**src/rst_pwr_pkg.sv**
```systemverilog
// shared constants and types for the reset and power-mode sequencer
package rst_pwr_pkg;
    // oscillator start-up counter width and terminal count
    localparam int OST_WIDTH = 10;
    localparam logic [9:0] OST_LAST = 10'h3FF;
    // power-up hold time in microseconds, and its cycle count at 50 MHz
    localparam int PWRUP_HOLD_US = 64;
    localparam int CLK_MHZ = 50;
    localparam int PWRUP_CYCLES = PWRUP_HOLD_US * CLK_MHZ;
    localparam int PWRUP_WIDTH = 13;
    // watchdog counter width, counted in rc-oscillator ticks
    localparam int WDOG_WIDTH = 8;
    localparam logic [7:0] WDOG_LAST = 8'hFF;
    // clock source selection width
    localparam int CLKSEL_WIDTH = 3;

    // sequencer states
    typedef enum logic [2:0] {
        ST_PWRUP = 3'h0,
        ST_OST = 3'h1,
        ST_RUN = 3'h2,
        ST_IDLE = 3'h3,
        ST_SLEEP = 3'h4
    } seq_state_t;

    // configuration settings: clock source sampled at power-on or brown-out, watchdog bit read live
    typedef struct packed {
        logic wdog_always_on;
        logic [2:0] clk_source;
    } cfg_t;

    // power-mode requests from the cpu
    typedef struct packed {
        logic wdog_sw_enable;
        logic enter_sleep;
        logic enter_idle;
        logic clk_switch;
        logic [2:0] clk_target;
    } cpu_req_t;
endpackage
```
**src/reset_and_power_mode_control.sv**
```systemverilog
// reset hold, watchdog and sleep/idle sequencing for a microcontroller
`timescale 1ns/1ns
// Summary of operation
// RL1: watchdog forced on by config, else software
// RL2: watchdog counts its own rc oscillator ticks
// RL3: reset held until start-up timer expires
// RL4: power-up hold only after power-on event
// RL5: sleep exits on reset, watchdog or interrupt
// RL6: idle gates cpu clock, sources keep running
// RL7: start-up timer counts 1024 oscillator periods
// RL8: clock source from config at por/bor
// RL9: release reset after both holds expire
module reset_and_power_mode_control
#(
    parameter int PWRUP_COUNT = rst_pwr_pkg::PWRUP_CYCLES
)
(
    input wire logic i_clk,
    input wire logic i_srst,
    input wire logic i_power_on,
    input wire logic i_brown_out_reset,
    input wire logic i_ext_reset_n,
    input wire logic i_osc_tick,
    input wire logic i_rc_tick,
    input wire logic i_irq_pending,
    input wire rst_pwr_pkg::cfg_t i_cfg,
    input wire rst_pwr_pkg::cpu_req_t i_cpu_req,
    output logic o_core_reset,
    output logic o_cpu_clk_en,
    output logic o_osc_run,
    output logic o_periph_clk_en,
    output logic o_watchdog_timer_on,
    output logic o_watchdog_timer_wake,
    output logic [2:0] o_clk_source
);

    // three-stage pin synchronisers: por, bor, ext reset, osc tick, rc tick
    logic [4:0] pin_s1_q;
    logic [4:0] pin_s2_q;
    logic [4:0] pin_s3_q;
    logic [4:0] pin_raw;
    logic [4:0] pin_lvl_q;
    logic [4:0] pin_lvl_d;
    logic [4:0] pin_prev_q;
    // sequencer state and counters
    rst_pwr_pkg::seq_state_t state_q;
    rst_pwr_pkg::seq_state_t state_d;
    logic [rst_pwr_pkg::OST_WIDTH-1:0] ost_cnt_q;
    logic [rst_pwr_pkg::OST_WIDTH-1:0] ost_cnt_d;
    logic [rst_pwr_pkg::PWRUP_WIDTH-1:0] pwr_cnt_q;
    logic [rst_pwr_pkg::PWRUP_WIDTH-1:0] pwr_cnt_d;
    logic [rst_pwr_pkg::WDOG_WIDTH-1:0] wdg_cnt_q;
    logic [rst_pwr_pkg::WDOG_WIDTH-1:0] wdg_cnt_d;
    logic [2:0] clk_src_q;
    logic [2:0] clk_src_d;
    logic wdg_wake_q;
    logic wdg_wake_d;
    // decoded conditions
    logic por_evt;
    logic bor_evt;
    logic ext_rst;
    logic osc_edge;
    logic rc_edge;
    logic wdg_on;
    logic wdg_expire;

    assign pin_raw = {i_rc_tick, i_osc_tick, ~i_ext_reset_n,
                      i_brown_out_reset, i_power_on};

    // synchroniser chain per pin, with agreement filter on stages 2 and 3
    genvar gi;
    generate
        for (gi = 0; gi < 5; gi++)
        begin : g_sync
            always_comb
            begin
                pin_lvl_d[gi] = pin_lvl_q[gi];
                if (pin_s2_q[gi] == pin_s3_q[gi])
                    pin_lvl_d[gi] = pin_s3_q[gi];
            end
            always_ff @(posedge i_clk)
            begin
                if (i_srst)
                begin
                    pin_s1_q[gi] <= 1'b0;
                    pin_s2_q[gi] <= 1'b0;
                    pin_s3_q[gi] <= 1'b0;
                    pin_lvl_q[gi] <= 1'b0;
                    pin_prev_q[gi] <= 1'b0;
                end
                else
                begin
                    pin_s1_q[gi] <= pin_raw[gi];
                    pin_s2_q[gi] <= pin_s1_q[gi];
                    pin_s3_q[gi] <= pin_s2_q[gi];
                    pin_lvl_q[gi] <= pin_lvl_d[gi];
                    pin_prev_q[gi] <= pin_lvl_q[gi];
                end
            end
        end
    endgenerate

    // rising edges of filtered levels, ext reset taken as the filtered level
    assign por_evt = pin_lvl_q[0] & ~pin_prev_q[0];
    assign bor_evt = pin_lvl_q[1] & ~pin_prev_q[1];
    assign ext_rst = pin_lvl_q[2];
    assign osc_edge = pin_lvl_q[3] & ~pin_prev_q[3];
    assign rc_edge = pin_lvl_q[4] & ~pin_prev_q[4];

    // RL1: config forces watchdog, else software bit
    assign wdg_on = i_cfg.wdog_always_on | i_cpu_req.wdog_sw_enable;
    // RL2: expiry counted on rc ticks only
    assign wdg_expire = wdg_on & rc_edge
                        & (wdg_cnt_q == rst_pwr_pkg::WDOG_LAST);

    // next-state logic for sequencer, timers and clock selection
    always_comb
    begin
        state_d = state_q;
        ost_cnt_d = ost_cnt_q;
        pwr_cnt_d = pwr_cnt_q;
        wdg_cnt_d = wdg_cnt_q;
        clk_src_d = clk_src_q;
        wdg_wake_d = 1'b0;
        // watchdog counts in every state while enabled
        if (!wdg_on)
            wdg_cnt_d = '0;
        else if (rc_edge)
            wdg_cnt_d = wdg_cnt_q + 1'b1;
        if (por_evt || bor_evt)
        begin
            // RL8: clock source reloaded from configuration
            clk_src_d = i_cfg.clk_source;
            ost_cnt_d = '0;
            // RL4: power-up hold only on power-on
            pwr_cnt_d = por_evt
                ? rst_pwr_pkg::PWRUP_WIDTH'(PWRUP_COUNT) : '0;
            state_d = por_evt ? rst_pwr_pkg::ST_PWRUP : rst_pwr_pkg::ST_OST;
        end
        else
        begin
            case (state_q)
                rst_pwr_pkg::ST_PWRUP:
                begin
                    // power-up hold counts down on system clock
                    if (pwr_cnt_q != '0)
                        pwr_cnt_d = pwr_cnt_q - 1'b1;
                    // RL9: start-up timer runs in parallel
                    if (osc_edge && ost_cnt_q != rst_pwr_pkg::OST_LAST)
                        ost_cnt_d = ost_cnt_q + 1'b1;
                    // RL9: saturates one short, so the last tick waits in ST_OST
                    if (pwr_cnt_q == '0)
                        state_d = rst_pwr_pkg::ST_OST;
                end
                rst_pwr_pkg::ST_OST:
                begin
                    // RL7: count 1024 oscillator periods
                    if (osc_edge)
                    begin
                        ost_cnt_d = ost_cnt_q + 1'b1;
                        // RL3: release only at terminal count
                        if (ost_cnt_q == rst_pwr_pkg::OST_LAST)
                            state_d = rst_pwr_pkg::ST_RUN;
                    end
                end
                rst_pwr_pkg::ST_RUN:
                begin
                    // software clock switch
                    if (i_cpu_req.clk_switch)
                        clk_src_d = i_cpu_req.clk_target;
                    if (ext_rst || wdg_expire)
                    begin
                        ost_cnt_d = '0;
                        wdg_cnt_d = '0;
                        state_d = rst_pwr_pkg::ST_OST;
                    end
                    else if (i_cpu_req.enter_sleep)
                        state_d = rst_pwr_pkg::ST_SLEEP;
                    else if (i_cpu_req.enter_idle)
                        state_d = rst_pwr_pkg::ST_IDLE;
                end
                rst_pwr_pkg::ST_IDLE:
                begin
                    // RL6: idle leaves sources running
                    if (ext_rst || wdg_expire)
                    begin
                        ost_cnt_d = '0;
                        wdg_cnt_d = '0;
                        state_d = rst_pwr_pkg::ST_OST;
                    end
                    else if (i_irq_pending)
                        state_d = rst_pwr_pkg::ST_RUN;
                end
                rst_pwr_pkg::ST_SLEEP:
                begin
                    // RL5: wake via reset, watchdog or interrupt
                    if (ext_rst || wdg_expire || i_irq_pending)
                    begin
                        wdg_wake_d = wdg_expire & ~ext_rst;
                        wdg_cnt_d = '0;
                        ost_cnt_d = '0;
                        // oscillator restarts, so start-up hold reapplies
                        state_d = rst_pwr_pkg::ST_OST;
                    end
                end
                default:
                    state_d = rst_pwr_pkg::ST_PWRUP;
            endcase
        end
    end

    // register sequencer state
    always_ff @(posedge i_clk)
    begin
        if (i_srst)
        begin
            state_q <= rst_pwr_pkg::ST_PWRUP;
            ost_cnt_q <= '0;
            pwr_cnt_q <= '0;
            wdg_cnt_q <= '0;
            clk_src_q <= '0;
            wdg_wake_q <= 1'b0;
        end
        else
        begin
            state_q <= state_d;
            ost_cnt_q <= ost_cnt_d;
            pwr_cnt_q <= pwr_cnt_d;
            wdg_cnt_q <= wdg_cnt_d;
            clk_src_q <= clk_src_d;
            wdg_wake_q <= wdg_wake_d;
        end
    end

    // outputs decoded from registered state, except watchdog on taken straight from wdg_on
    assign o_core_reset = (state_q == rst_pwr_pkg::ST_PWRUP)
                          | (state_q == rst_pwr_pkg::ST_OST);
    assign o_cpu_clk_en = (state_q == rst_pwr_pkg::ST_RUN);
    assign o_osc_run = (state_q != rst_pwr_pkg::ST_SLEEP);
    assign o_periph_clk_en = (state_q == rst_pwr_pkg::ST_RUN)
                             | (state_q == rst_pwr_pkg::ST_IDLE);
    assign o_watchdog_timer_on = wdg_on;
    assign o_watchdog_timer_wake = wdg_wake_q;
    assign o_clk_source = clk_src_q;
endmodule // reset_and_power_mode_control

```
**config.mk**
```make
export PLATFORM = sky130hd
export DESIGN_NAME = reset_and_power_mode_control
export DESIGN_NICKNAME = d
export VERILOG_FILES = /design/src/rst_pwr_pkg.sv /design/src/reset_and_power_mode_control.sv
export SDC_FILE = /design/constraint.sdc
export NUM_CORES = 1
export LEC_CHECK = 0
export ABC_AREA = 1
export BUFFER_PORTS_ARGS = -buffer_cell sky130_fd_sc_hd__clkbuf_2
export CELL_PAD_IN_SITES_DETAIL_PLACEMENT = 1
export CELL_PAD_IN_SITES_GLOBAL_PLACEMENT = 1
export CORE_MARGIN = 3
export CORE_UTILIZATION = 45
export CTS_BUF_LIST = sky130_fd_sc_hd__clkbuf_16
export DETAILED_ROUTE_END_ITERATION = 10
export PLACE_DENSITY_LB_ADDON = 0.1
export SLEW_MARGIN = 20
export SYNTH_ARGS = -nofsm -noshare
export SYNTH_HDL_FRONTEND = slang
export SYNTH_SLANG_ARGS = --single-unit
```
**constraint.sdc**
```tcl
create_clock -name i_clk -period 2.15 [get_ports i_clk]
set_input_delay 0.1075 -clock i_clk [delete_from_list [all_inputs] [get_ports i_clk]]
set_output_delay 0.1075 -clock i_clk [all_outputs]
set_load 0.02 [all_outputs]
```
Word level (Yosys, flattened, before mapping)
Index checks and enable logic that the tools add are counted.

Register bits: 62. Bits of input ports: 19. Output and inout bits: 9. Word-level logic and storage cells: 123.

Add/subtract/negate cells: 3. Eq/ne operators: 23. Muxes and demuxes: 30. Bitwise logic cells: 18. Reductions and logical operators: 19.

Operator list (count): $mux 10 (4); $mux 8 (5); $pmux 10 s4 (1); $mux 13 (3); $mux 3 (13); $pmux 8 s2 (1); $ne 3x3->1 const B (5); $pmux 3 s5 (1); $logic_not 13->1 (1); $reduce_bool 13->1 (1); $sub 13x1->13 const B (1); $mux 12 (1); $add 10x1->10 const B (1); $eq 10x10->1 const B (1); $ne 10x10->1 const B (1); $add 8x1->8 const B (1); $eq 8x8->1 const B (1); $not 1->1 (8); $reduce_bool 2->1 (4); $and 1x1->1 (7); $eq 3x2->1 const B (2); $ne 2x2->1 const B (3); $reduce_and 6->1 (1); $eq 1x1->1 (5); other kinds (15) (21).

Logic depth before layout (Yosys ltp)
Gate-level depths: netlist of the first run.

Word-level depth: 9. Mapped depth: 12. Mapped depth without buffers: 12.

Worst setup path after synthesis of the first run
No wires, ideal clock.

Path kind: reg-to-reg. From: reg wdg_cnt_q[0] (netlist bit). To: reg ost_cnt_q[1] (netlist bit). Library setup time: 0.114 ns. Data arrival time: 1.349 ns. Data required time: 2.036 ns. Path slack: 0.688 ns. Stages on the path, launching flop included: 12. Buffers on the path: 1. Period minus slack after synthesis: 1.462 ns. Path through: dfxtp_1 ha_1 nand3_1 inv_1 nand3_4 nand3_2 inv_2 nor2_4 nand2_2 buf_6 o21ai_2 nor2_1.

Word-level cells in the longest chain between the ends: 6. Elaborated cells on any way between the ends: 7. Classes of those cells: eq/ne (3); bitwise (1); reduce/logical (3).

RTL lines: start, declared (RTL line reset_and_power_mode_control.sv:52) `logic [rst_pwr_pkg::WDOG_WIDTH-1:0] wdg_cnt_q;`; start signal, assigned (RTL line reset_and_power_mode_control.sv:229) `wdg_cnt_q <= wdg_cnt_d;`; $eq 8x8->1 * (RTL line reset_and_power_mode_control.sv:114) `& (wdg_cnt_q == rst_pwr_pkg::WDOG_LAST);`; $and 1x1->1 * (RTL line reset_and_power_mode_control.sv:114); $logic_or 1x1->1 * (RTL line reset_and_power_mode_control.sv:171, reset_and_power_mode_control.sv:185, reset_and_power_mode_control.sv:197); $logic_or 1x1->1 (RTL line reset_and_power_mode_control.sv:197) `if (ext_rst || wdg_expire || i_irq_pending)`; $ne 2x2->1 (no line); $reduce_and 5->1 (no line) *; end signal, assigned (RTL line reset_and_power_mode_control.sv:227) `ost_cnt_q <= ost_cnt_d;`; end, declared (RTL line reset_and_power_mode_control.sv:48) `logic [rst_pwr_pkg::OST_WIDTH-1:0] ost_cnt_q;`.

Mark *: on every way between the ends. The rest lies on a longest branch, timed or not. A chain may end at the register's enable or synchronous reset.

Worst setup path in the final report of the first run
From: reg pin_prev_q[0]. To: reg wdg_wake_q, in the netlist o_watchdog_timer_wake.

Word-level cells in the longest chain between the ends: 4.

RTL lines: start, declared (RTL line reset_and_power_mode_control.sv:44) `logic [4:0] pin_prev_q;`; start signal, assigned by index (RTL line reset_and_power_mode_control.sv:97) `pin_prev_q[gi] <= pin_lvl_q[gi];`; $not 1->1 (RTL line reset_and_power_mode_control.sv:104) `assign por_evt = pin_lvl_q[0] & ~pin_prev_q[0];`; $and 1x1->1 (RTL line reset_and_power_mode_control.sv:104); $logic_or 1x1->1 (RTL line reset_and_power_mode_control.sv:130) `if (por_evt || bor_evt)`; $reduce_or 4->1 (no line); end signal, assigned (RTL line reset_and_power_mode_control.sv:231) `wdg_wake_q <= wdg_wake_d;`; end, declared (RTL line reset_and_power_mode_control.sv:56) `logic wdg_wake_q;`.

Every way passes these cells.

==> results.sh, run 1 <==
export IMPL_num_rows=29
export IMPL_synth_nets=443
export IMPL_outcome="finished, final reports clean"
export IMPL_slew_headroom=0.6472
export IMPL_path_cells="inv_1, nand2_1, nand2_2, nor2_1, clkinv_1, nor4_1"
export IMPL_numClockSinks=62
export IMPL_whs_ns=0.02890
export IMPL_rsz0062_at_grt="false"
export IMPL_antenna_left=0
export IMPL_cts_clk_slew_worst_paths_ns=0.05
export IMPL_critPathBufInv=2
export IMPL_cts_root_buf="clkbuf_16"
export IMPL_wl_um=7354
export IMPL_synth_cells=420
export IMPL_clock_latency_ns=0.32
export IMPL_finalPower_mw=4.740
export IMPL_vdd_drop_max_uv=722.9
export IMPL_max_stage_delay_ns=0.48
export IMPL_finalClockSkew_ns=0.006068
export IMPL_tightest_slew_ns=0.5260
export IMPL_drive_above_1_share=0.1602
export IMPL_synth_cell_type_count=35
export IMPL_clockBufferDepth=2
export IMPL_hold_path_startpoint="i_cfg[0]"
export IMPL_worst_setup_path_end_kind="flip-flop"
export IMPL_cellPowerDensity_nw_per_um2=1337
export IMPL_crit_family="simple AND/OR/NAND/NOR gates"
export IMPL_finish_instance_area_um2=3545
export IMPL_yosys_area_top_type_share=0.4109
export IMPL_final_cells=539
export IMPL_viasPerCell=5.130
export IMPL_firstDrtPassIters=4
export IMPL_worst_ep_arrival_time_ns=2.05
export IMPL_drtIter0Drc=91
export IMPL_die_area_um2=7731
export IMPL_synth_cell_area_um2=3020
export IMPL_start_kind="flip-flop"
export IMPL_placed_cells=519
export IMPL_dp_hpwl_um=5305
export IMPL_grt_pass1_vias=2956
export IMPL_place_worst_setup_slack_ns=0.2927
export IMPL_setup_viol=0
export IMPL_grt_max_degree=24
export IMPL_hold_class="input pin to flip-flop"
export IMPL_globalplace_congestion=0.8370
export IMPL_drc=0
export IMPL_yosys_warnings=0
export IMPL_antenna_cells=0
export IMPL_antenna_found_initial=0
export IMPL_die_x_um=87.93
export IMPL_grt_usage=0.2129
export IMPL_cts_setup_buffers=0
export IMPL_wire_per_inst_um=13.64
export IMPL_postPlaceCellArea_um2=3216
export IMPL_ioPinCount=28
export IMPL_vias=2765
export IMPL_hold_viol=0
export IMPL_grt_overflow=0
export IMPL_area_delta_synth_final_pct=17.36
export IMPL_cts_tree="yes"
export IMPL_worst_setup_path_type="flip-flop to flip-flop"
export IMPL_seq_area_frac_synth=0.4109
export IMPL_cts_htree_levels=3
export IMPL_fp_coreArea_um2=6422
export IMPL_rr_startpoint="pin_prev_q[0]"
export IMPL_period_needed_ns=1.836
export IMPL_slowest_stage="clkinv_1"
export IMPL_io_buffers=27
export IMPL_grt_pass1_wl_um=12980
export IMPL_worstSetupStartpoint="pin_prev_q[0]"
export IMPL_maxCapViolCount=0
export IMPL_yosys_top_cells_area="dfxtp_1, nor2_1, nand2_1"
export IMPL_initial_core_util=0.4703
export IMPL_syn_area_per_cell_um2=7.191
export IMPL_drv_slew=0
export IMPL_utilization=0.5519
export IMPL_finalSetupTns_ns=0
export IMPL_clock_fmax_mhz=544.6
export IMPL_nets=481
export IMPL_postLayoutSetupSlackWorst_ns=0.3139
export IMPL_critical_path_required_ns=2.37
export IMPL_p_leak_nw=1.546
export IMPL_crit_fanout=17
export IMPL_post_route_period_util=0.8540
export IMPL_synth_seq_cells=62
export IMPL_yosysTopAreaCell="dfxtp_1"
export IMPL_chipHeight_um=87.93
export IMPL_cts_inserted_buffers=9
[report_power, final]
part	total, mW	internal [mW]	switching (mW)
registers	1.46	1.32	0.141
logic	1.92	0.655	1.27
clock network	1.36	0.874	0.485
[worst min-delay path: stages]
cell	delay, ns
clkbuf_2	0.08
nand2_1	0.05
a31oi_1	0.07
[per-layer routing]
metal  wire length (um)  vias up  GRT usage
li1                   -     1395          -
met3                236       19    0.05362
met4                194        0    0.08787
met2               3665       44     0.3747
met5                  0        -          0
met1               3257     1307     0.2448
[path summary, 6_finish.rpt]
path,end,slack [ns],depth (start not counted)
max reg2reg,o_watchdog_timer_wake,0.31,6
min reg2reg,pin_s2_q[4],0.40,2
min,o_clk_source[0],0.03,3
max,o_watchdog_timer_wake,0.31,6
[synth_stat cells, drive strengths merged]
library cell  number
dfxtp             62
nor2              93
nor3b              4
a211oi             1
a31oi              3
buf                5
inv               62
a31o               1
a21oi             25
xnor2              3
o22ai              1
nand4             10
clkinv             2
nor4               1
xor2              14
a22oi              1
nor3               8
nand3             27
nand2             74
ha                 4
o21ai             15
clkbuf             3
a21boi             1
[cells in the final DEF (no fill, tap or decap), types with 8 or more instances in the layout]
cell,netlist,routed
nand2_2,8,8
nor3_1,8,8
o21ai_0,14,14
a21oi_1,24,24
nor2_1,83,83
xor2_1,14,14
nand4_1,9,9
nand3_1,23,23
clkbuf_2,0,27
clkbuf_16,0,9
dfxtp_1,62,62
inv_1,58,58
nand2_1,65,65
[state kept, by name (all words and copies together), names as in the netlist]
signal	count
pin_s2_q	5
o_clk_source	3
pin_s3_q	5
state_q	3
ext_rst	1
pin_prev_q	4
pin_s1_q	5
o_watchdog_timer_wake	1
pwr_cnt_q	13
ost_cnt_q	10
wdg_cnt_q	8
pin_lvl_q	4
[cells by family after synthesis]
logic type | after synthesis | share of synthesized area
AOI/OAI and AO/OA | 48 | 0.08907
xor gates and xnor gates | 17 | 0.04930
buffers and inverters | 72 | 0.09901
adders and majority gates | 4 | 0.01657
and+or+nand+nor | 217 | 0.3351
DFF | 62 | 0.4109
[final cells by class]
cell class,count,area (um2)
well taps,77,96.34
repair buffers,35,207.7
fillers,869,2878
multi-input cells,286,1480
clock buffers,9,225.2
inverters,64,240.2
flip-flops and latches,62,1241
clock inverters,6,53.80
[timing repair]
action	CTS	global route
hold endpoints to repair	5	0
endpoints found under the setup margin	0	0
gates resized for setup	0	0
hold buffers	5	0
Power figures use the tool's default switching activity.
==> run 2, diff against run 1 <==
--- a/config.mk
+++ b/config.mk
@@ -13,6 +13,7 @@
 export CORE_UTILIZATION = 45
 export CTS_BUF_LIST = sky130_fd_sc_hd__clkbuf_16
 export DETAILED_ROUTE_END_ITERATION = 10
+export MAX_ROUTING_LAYER = met4
 export PLACE_DENSITY_LB_ADDON = 0.1
 export SLEW_MARGIN = 20
 export SYNTH_ARGS = -nofsm -noshare
==> run 2 against run 1 <==
Net effect:
- global-route usage increased by 0.66 points
- power hardly changed
- clock power hardly changed
- non-clock buffer count did not move
- sequential share of layout area unchanged
- count of clock-buffer cells in the layout did not move
- sequential power is essentially flat
- worst hold slack better by 0.0022 ns
- cell area stayed put
==> results.sh, run 2 (synthesis gave the netlist of run 1 again) <==
export IMPL_grt_pass1_vias=2955
export IMPL_cts_clk_slew_worst_paths_ns=0.05
export IMPL_hold_viol=0
export IMPL_num_rows=29
export IMPL_viasPerCell=5.106
export IMPL_numClockSinks=62
export IMPL_area_delta_synth_final_pct=17.36
export IMPL_start_kind="flip-flop"
export IMPL_wl_um=7403
export IMPL_outcome="finished, final reports clean"
export IMPL_dp_hpwl_um=5305
export IMPL_top_register="pwr_cnt_q"
export IMPL_nets=481
export IMPL_cellPowerDensity_nw_per_um2=1337
export IMPL_antenna_found_initial=0
export IMPL_maxCapViolCount=0
export IMPL_grt_overflow=0
export IMPL_die_x_um=87.93
export IMPL_antenna_left=0
export IMPL_worst_setup_path_type="flip-flop to flip-flop"
export IMPL_drtIter0Drc=59
export IMPL_cts_htree_levels=3
export IMPL_finalSetupTns_ns=0
export IMPL_slowest_stage="clkinv_1"
export IMPL_rsz0062_at_grt="false"
export IMPL_drive_above_1_share=0.1602
export IMPL_final_cells=539
export IMPL_setup_viol=0
export IMPL_worst_setup_path_end_kind="flip-flop"
export IMPL_cts_inserted_buffers=9
export IMPL_clockBufferDepth=2
export IMPL_final_common_cell="nor2_1"
export IMPL_fp_coreArea_um2=6422
export IMPL_vias=2752
export IMPL_die_area_um2=7731
export IMPL_clock_latency_ns=0.32
export IMPL_hold_class="input pin to flip-flop"
export IMPL_drc=0
export IMPL_worst_ep_arrival_time_ns=2.06
export IMPL_largest_reg_flops=13
export IMPL_critical_path_required_ns=2.37
export IMPL_cts_tree="yes"
export IMPL_ioPinCount=28
export IMPL_crit_fanout=17
export IMPL_vdd_drop_max_uv=722.8
export IMPL_firstDrtPassIters=4
export IMPL_clock_fmax_mhz=544.3
export IMPL_grt_pass1_wl_um=12990
export IMPL_io_buffers=27
export IMPL_antenna_cells=0
export IMPL_drv_slew=0
export IMPL_tightest_slew_ns=0.5258
export IMPL_r2r_setup_slack_ns=0.31
export IMPL_chipHeight_um=87.93
export IMPL_final_cell_mix="nor2_1, nand2_1, dfxtp_1"
export IMPL_max_stage_delay_ns=0.49
export IMPL_cts_root_buf="clkbuf_16"
export IMPL_finalClockSkew_ns=0.006384
export IMPL_path_cells="nand2_1, nand2_2, nor2_1, clkinv_1, nor4_1"
export IMPL_slew_headroom=0.6473
export IMPL_reg_largest_list="pwr_cnt_q: 13 flops, ost_cnt_q: 10 flops, wdg_cnt_q: 8 flops"
export IMPL_p_leak_nw=1.546
export IMPL_cts_resized_gates=0
export IMPL_grt_max_degree=24
export IMPL_wire_per_inst_um=13.73
export IMPL_initial_core_util=0.4703
export IMPL_placed_cells=519
export IMPL_globalplace_congestion=0.8499
export IMPL_post_route_period_util=0.8545
export IMPL_grt_usage=0.2195
export IMPL_period_needed_ns=1.837
-- run 2: power by group --
part	internal (mW)	total [mW]	leakage, nW	switching, mW
clock network	0.875	1.36	0.134	0.488
registers	1.32	1.46	0.505	0.140
logic	0.655	1.92	0.907	1.26
-- run 2: stage by stage --
stage | util | cell area, um2 | power (mW) | setup slack, ns | hold WS [ns]
final | 0.5519 | 3545 | 4.741 | 0.3128 | 0.03106
after global routing | 0.5519 | 3545 | 5.133 | 0.07523 | 0.04487
after CTS | 0.5519 | 3545 | 4.782 | 0.2738 | 0.02373
after detailed placement | 0.5007 | 3216 | 3.364 | 0.2927 | 0.2674
after global placement | 0.5007 | 3216 | 3.291 | 0.2923 | 0.2606
after floorplan | - | 3020 | 3.013 | 0.6878 | 0.1742
-- run 2: layout make-up --
cell class              instances  area, um2
multi-input cells             286       1480
flip-flops and latches         62       1241
clock buffers                   9      225.2
well taps                      77      96.34
repair buffers                 35      207.7
clock inverters                 6      53.80
fillers                       869       2878
inverters                      64      240.2
-- run 2: critical path, delay by kind of cell, from the launching register on --
kind,cells,cell delay [ns]
AND/OR/NAND/NOR,4,0.94
flip-flops,1,0.32
buffers and inverters,1,0.49
-- run 2: repair_timing --
item / in CTS / in global routing
endpoints found under the hold margin: 5 / 0
hold buffers: 5 / 0
buffers inserted: 0 / 0
-- run 2: routing by layer --
metal | track usage | up-vias | part of all wire | wire, um
met3 | 0.05362 | 12 | 0.033 | 245
met4 | 0.08787 | 0 | 0.016 | 118
li1 | - | 1398 | - | -
met2 | 0.3753 | 48 | 0.50 | 3728
met5 | - | - | 0 | 0
met1 | 0.2443 | 1294 | 0.45 | 3311
-- run 2: worst paths after layout --
kind	from	to	cells after the start
min reg2reg	pin_s1_q[4]	pin_s2_q[4]	2
min	i_cfg[0]	o_clk_source[0]	3
max	pin_lvl_q[0]	o_watchdog_timer_wake	5
max reg2reg	pin_lvl_q[0]	o_watchdog_timer_wake	5
==> run 3, diff against run 2 <==
--- a/config.mk
+++ b/config.mk
@@ -11,7 +11,7 @@
 export CELL_PAD_IN_SITES_GLOBAL_PLACEMENT = 1
 export CORE_MARGIN = 3
 export CORE_UTILIZATION = 45
-export CTS_BUF_LIST = sky130_fd_sc_hd__clkbuf_16
+export CTS_BUF_LIST = sky130_fd_sc_hd__clkbuf_2
 export DETAILED_ROUTE_END_ITERATION = 10
 export MAX_ROUTING_LAYER = met4
 export PLACE_DENSITY_LB_ADDON = 0.1
==> run 3 against run 2 <==
Net effect:
- sequential share of layout area increased by 1.0 points
- power down 15%
- non-clock buffer count is 8 higher
- global-route usage decreased by 0.51 points
==> results.sh, run 3 (synthesis gave the netlist of run 1 again) <==
export IMPL_outcome="finished, final reports clean"
export IMPL_wire_per_inst_um=13.17
export IMPL_r2r_end="o_clk_source[1]"
export IMPL_die_area_um2=7731
export IMPL_crit_fanout=6
export IMPL_antenna_found_initial=0
export IMPL_nets=489
export IMPL_clock_latency_ns=0.48
export IMPL_cts_root_buf="clkbuf_2"
export IMPL_worst_ep_arrival_time_ns=2.28
export IMPL_initial_core_util=0.4703
export IMPL_top_register="pwr_cnt_q"
export IMPL_setup_viol=0
export IMPL_grt_met1_usage=0.2453
export IMPL_largest_reg_flops=13
export IMPL_reg_largest_list="pwr_cnt_q: 13 flops, ost_cnt_q: 10 flops, wdg_cnt_q: 8 flops"
export IMPL_busiest_layer="met2"
export IMPL_holdPathEnd="state_q[2]"
export IMPL_final_cell_mix="nor2_1, nand2_1, dfxtp_1"
export IMPL_die_x_um=87.93
export IMPL_tightest_slew_ns=0.5132
export IMPL_period_needed_ns=1.915
export IMPL_antenna_left=0
export IMPL_post_route_period_util=0.8905
export IMPL_cts_clk_slew_worst_paths_ns=0.16
export IMPL_finalPower_mw=4.018
export IMPL_num_rows=29
export IMPL_critical_path_required_ns=2.51
export IMPL_whs_path_depth=6
export IMPL_p_leak_nw=1.514
export IMPL_cts_resized_gates=0
export IMPL_grt_use_met2=0.3555
export IMPL_vias=2779
export IMPL_hold_viol=0
export IMPL_maxCapViolCount=0
export IMPL_drc=0
export IMPL_rr_startpoint="state_q[0]"
export IMPL_finalSetupTns_ns=0
export IMPL_vdd_drop_max_uv=627.8
export IMPL_grt_usage=0.2144
export IMPL_drv_slew=0
export IMPL_reg2reg_depth=8
export IMPL_worst_setup_path_end_kind="flip-flop"
export IMPL_regArea_um2=1241
export IMPL_drive_above_1_share=0.1574
export IMPL_grt_pass1_wl_um=12720
export IMPL_area_delta_synth_final_pct=14.04
export IMPL_chipHeight_um=87.93
export IMPL_cellPowerDensity_nw_per_um2=1167
export IMPL_utilization=0.5363
export IMPL_rsz0062_at_grt="false"
export IMPL_drtIter0Drc=113
export IMPL_grt_overflow=0
export IMPL_multi_input_area_um2=1480
export IMPL_numClockSinks=62
export IMPL_cts_inserted_buffers=9
export IMPL_grt_pass1_vias=2896
export IMPL_clockBufferDepth=2
export IMPL_final_common_cell="nor2_1"
export IMPL_fp_coreArea_um2=6422
export IMPL_r2r_setup_slack_ns=0.24
export IMPL_cts_tree="yes"
export IMPL_viasPerCell=5.080
export IMPL_finalClockSkew_ns=0.02415
export IMPL_cts_htree_levels=3
export IMPL_grt_util_met3=0.05833
export IMPL_start_kind="flip-flop"
export IMPL_globalplace_congestion=0.8499
export IMPL_slew_headroom=0.6557
export IMPL_io_buffers=27
export IMPL_postLayoutSetupSlackWorst_ns=0.2354
export IMPL_hold_path_startpoint="i_irq_pending"
export IMPL_placed_cells=519
export IMPL_firstDrtPassIters=4
export IMPL_antenna_cells=0
export IMPL_final_cells=547
export IMPL_grt_max_degree=24
export IMPL_wl_um=7205
export IMPL_hold_class="input pin to flip-flop"
export IMPL_dp_hpwl_um=5305
export IMPL_worst_setup_path_type="flip-flop to flip-flop"
export IMPL_place_worst_setup_slack_ns=0.2927
export IMPL_ioPinCount=28
export IMPL_n_fill_cell=866
export IMPL_clock_fmax_mhz=522.3
[run 3: layer usage]
layer | wire [um] | part of all wire
met5 | 0 | 0
met2 | 3512 | 0.49
met1 | 3286 | 0.46
met3 | 247 | 0.034
met4 | 159 | 0.022
[run 3: worst max path at each step]
stage | endpoint | start | slack [ns]
after detailed placement | o_watchdog_timer_wake | pin_prev_q[0] | 0.29
final | o_clk_source[1] | state_q[0] | 0.24
after floorplan | ost_cnt_q[1] | wdg_cnt_q[0] | 0.69
after CTS | o_clk_source[2] | state_q[0] | 0.24
after global routing | o_watchdog_timer_wake | pin_prev_q[0] | 0.03
after global placement | o_watchdog_timer_wake | pin_lvl_q[0] | 0.29
[run 3: what timing repair did]
item | in CTS | in global routing
hold buffers | 13 | 0
buffers inserted | 0 | 0
endpoints found under the hold margin | 11 | 0
[run 3: power by group]
part	internal (mW)	leakage [nW]	switching, mW
Clock	0.249	0.0603	0.406
Sequential	1.32	0.505	0.139
Combinational	0.671	0.948	1.24
[run 3: per-stage QoR]
step                      hold slack (ns)  cell area (um2)
after floorplan                    0.1742             3020
after global placement             0.2606             3216
after detailed placement           0.2674             3216
after CTS                         0.07741             3445
after global routing               0.1265             3445
final                              0.1238             3445
[run 3: cell type report]
type | count | area share
clock buffer | 9 | 0.01308
clock inverter | 6 | 0.01562
inverter | 64 | 0.06974
multi-input combinational | 286 | 0.4297
sequential | 62 | 0.3603
tap | 77 | 0.02797
timing repair buffer | 43 | 0.08355
[run 3: worst max-delay path, stage by stage, from the launching register on]
cell,delay [ns]
dfxtp_1,0.48
inv_1,0.09
nand3_1,0.14
inv_1,0.09
a21oi_1,0.13
inv_1,0.11
o21ai_0,0.16
a31oi_1,0.05
dlygate4sd3_1,0.55
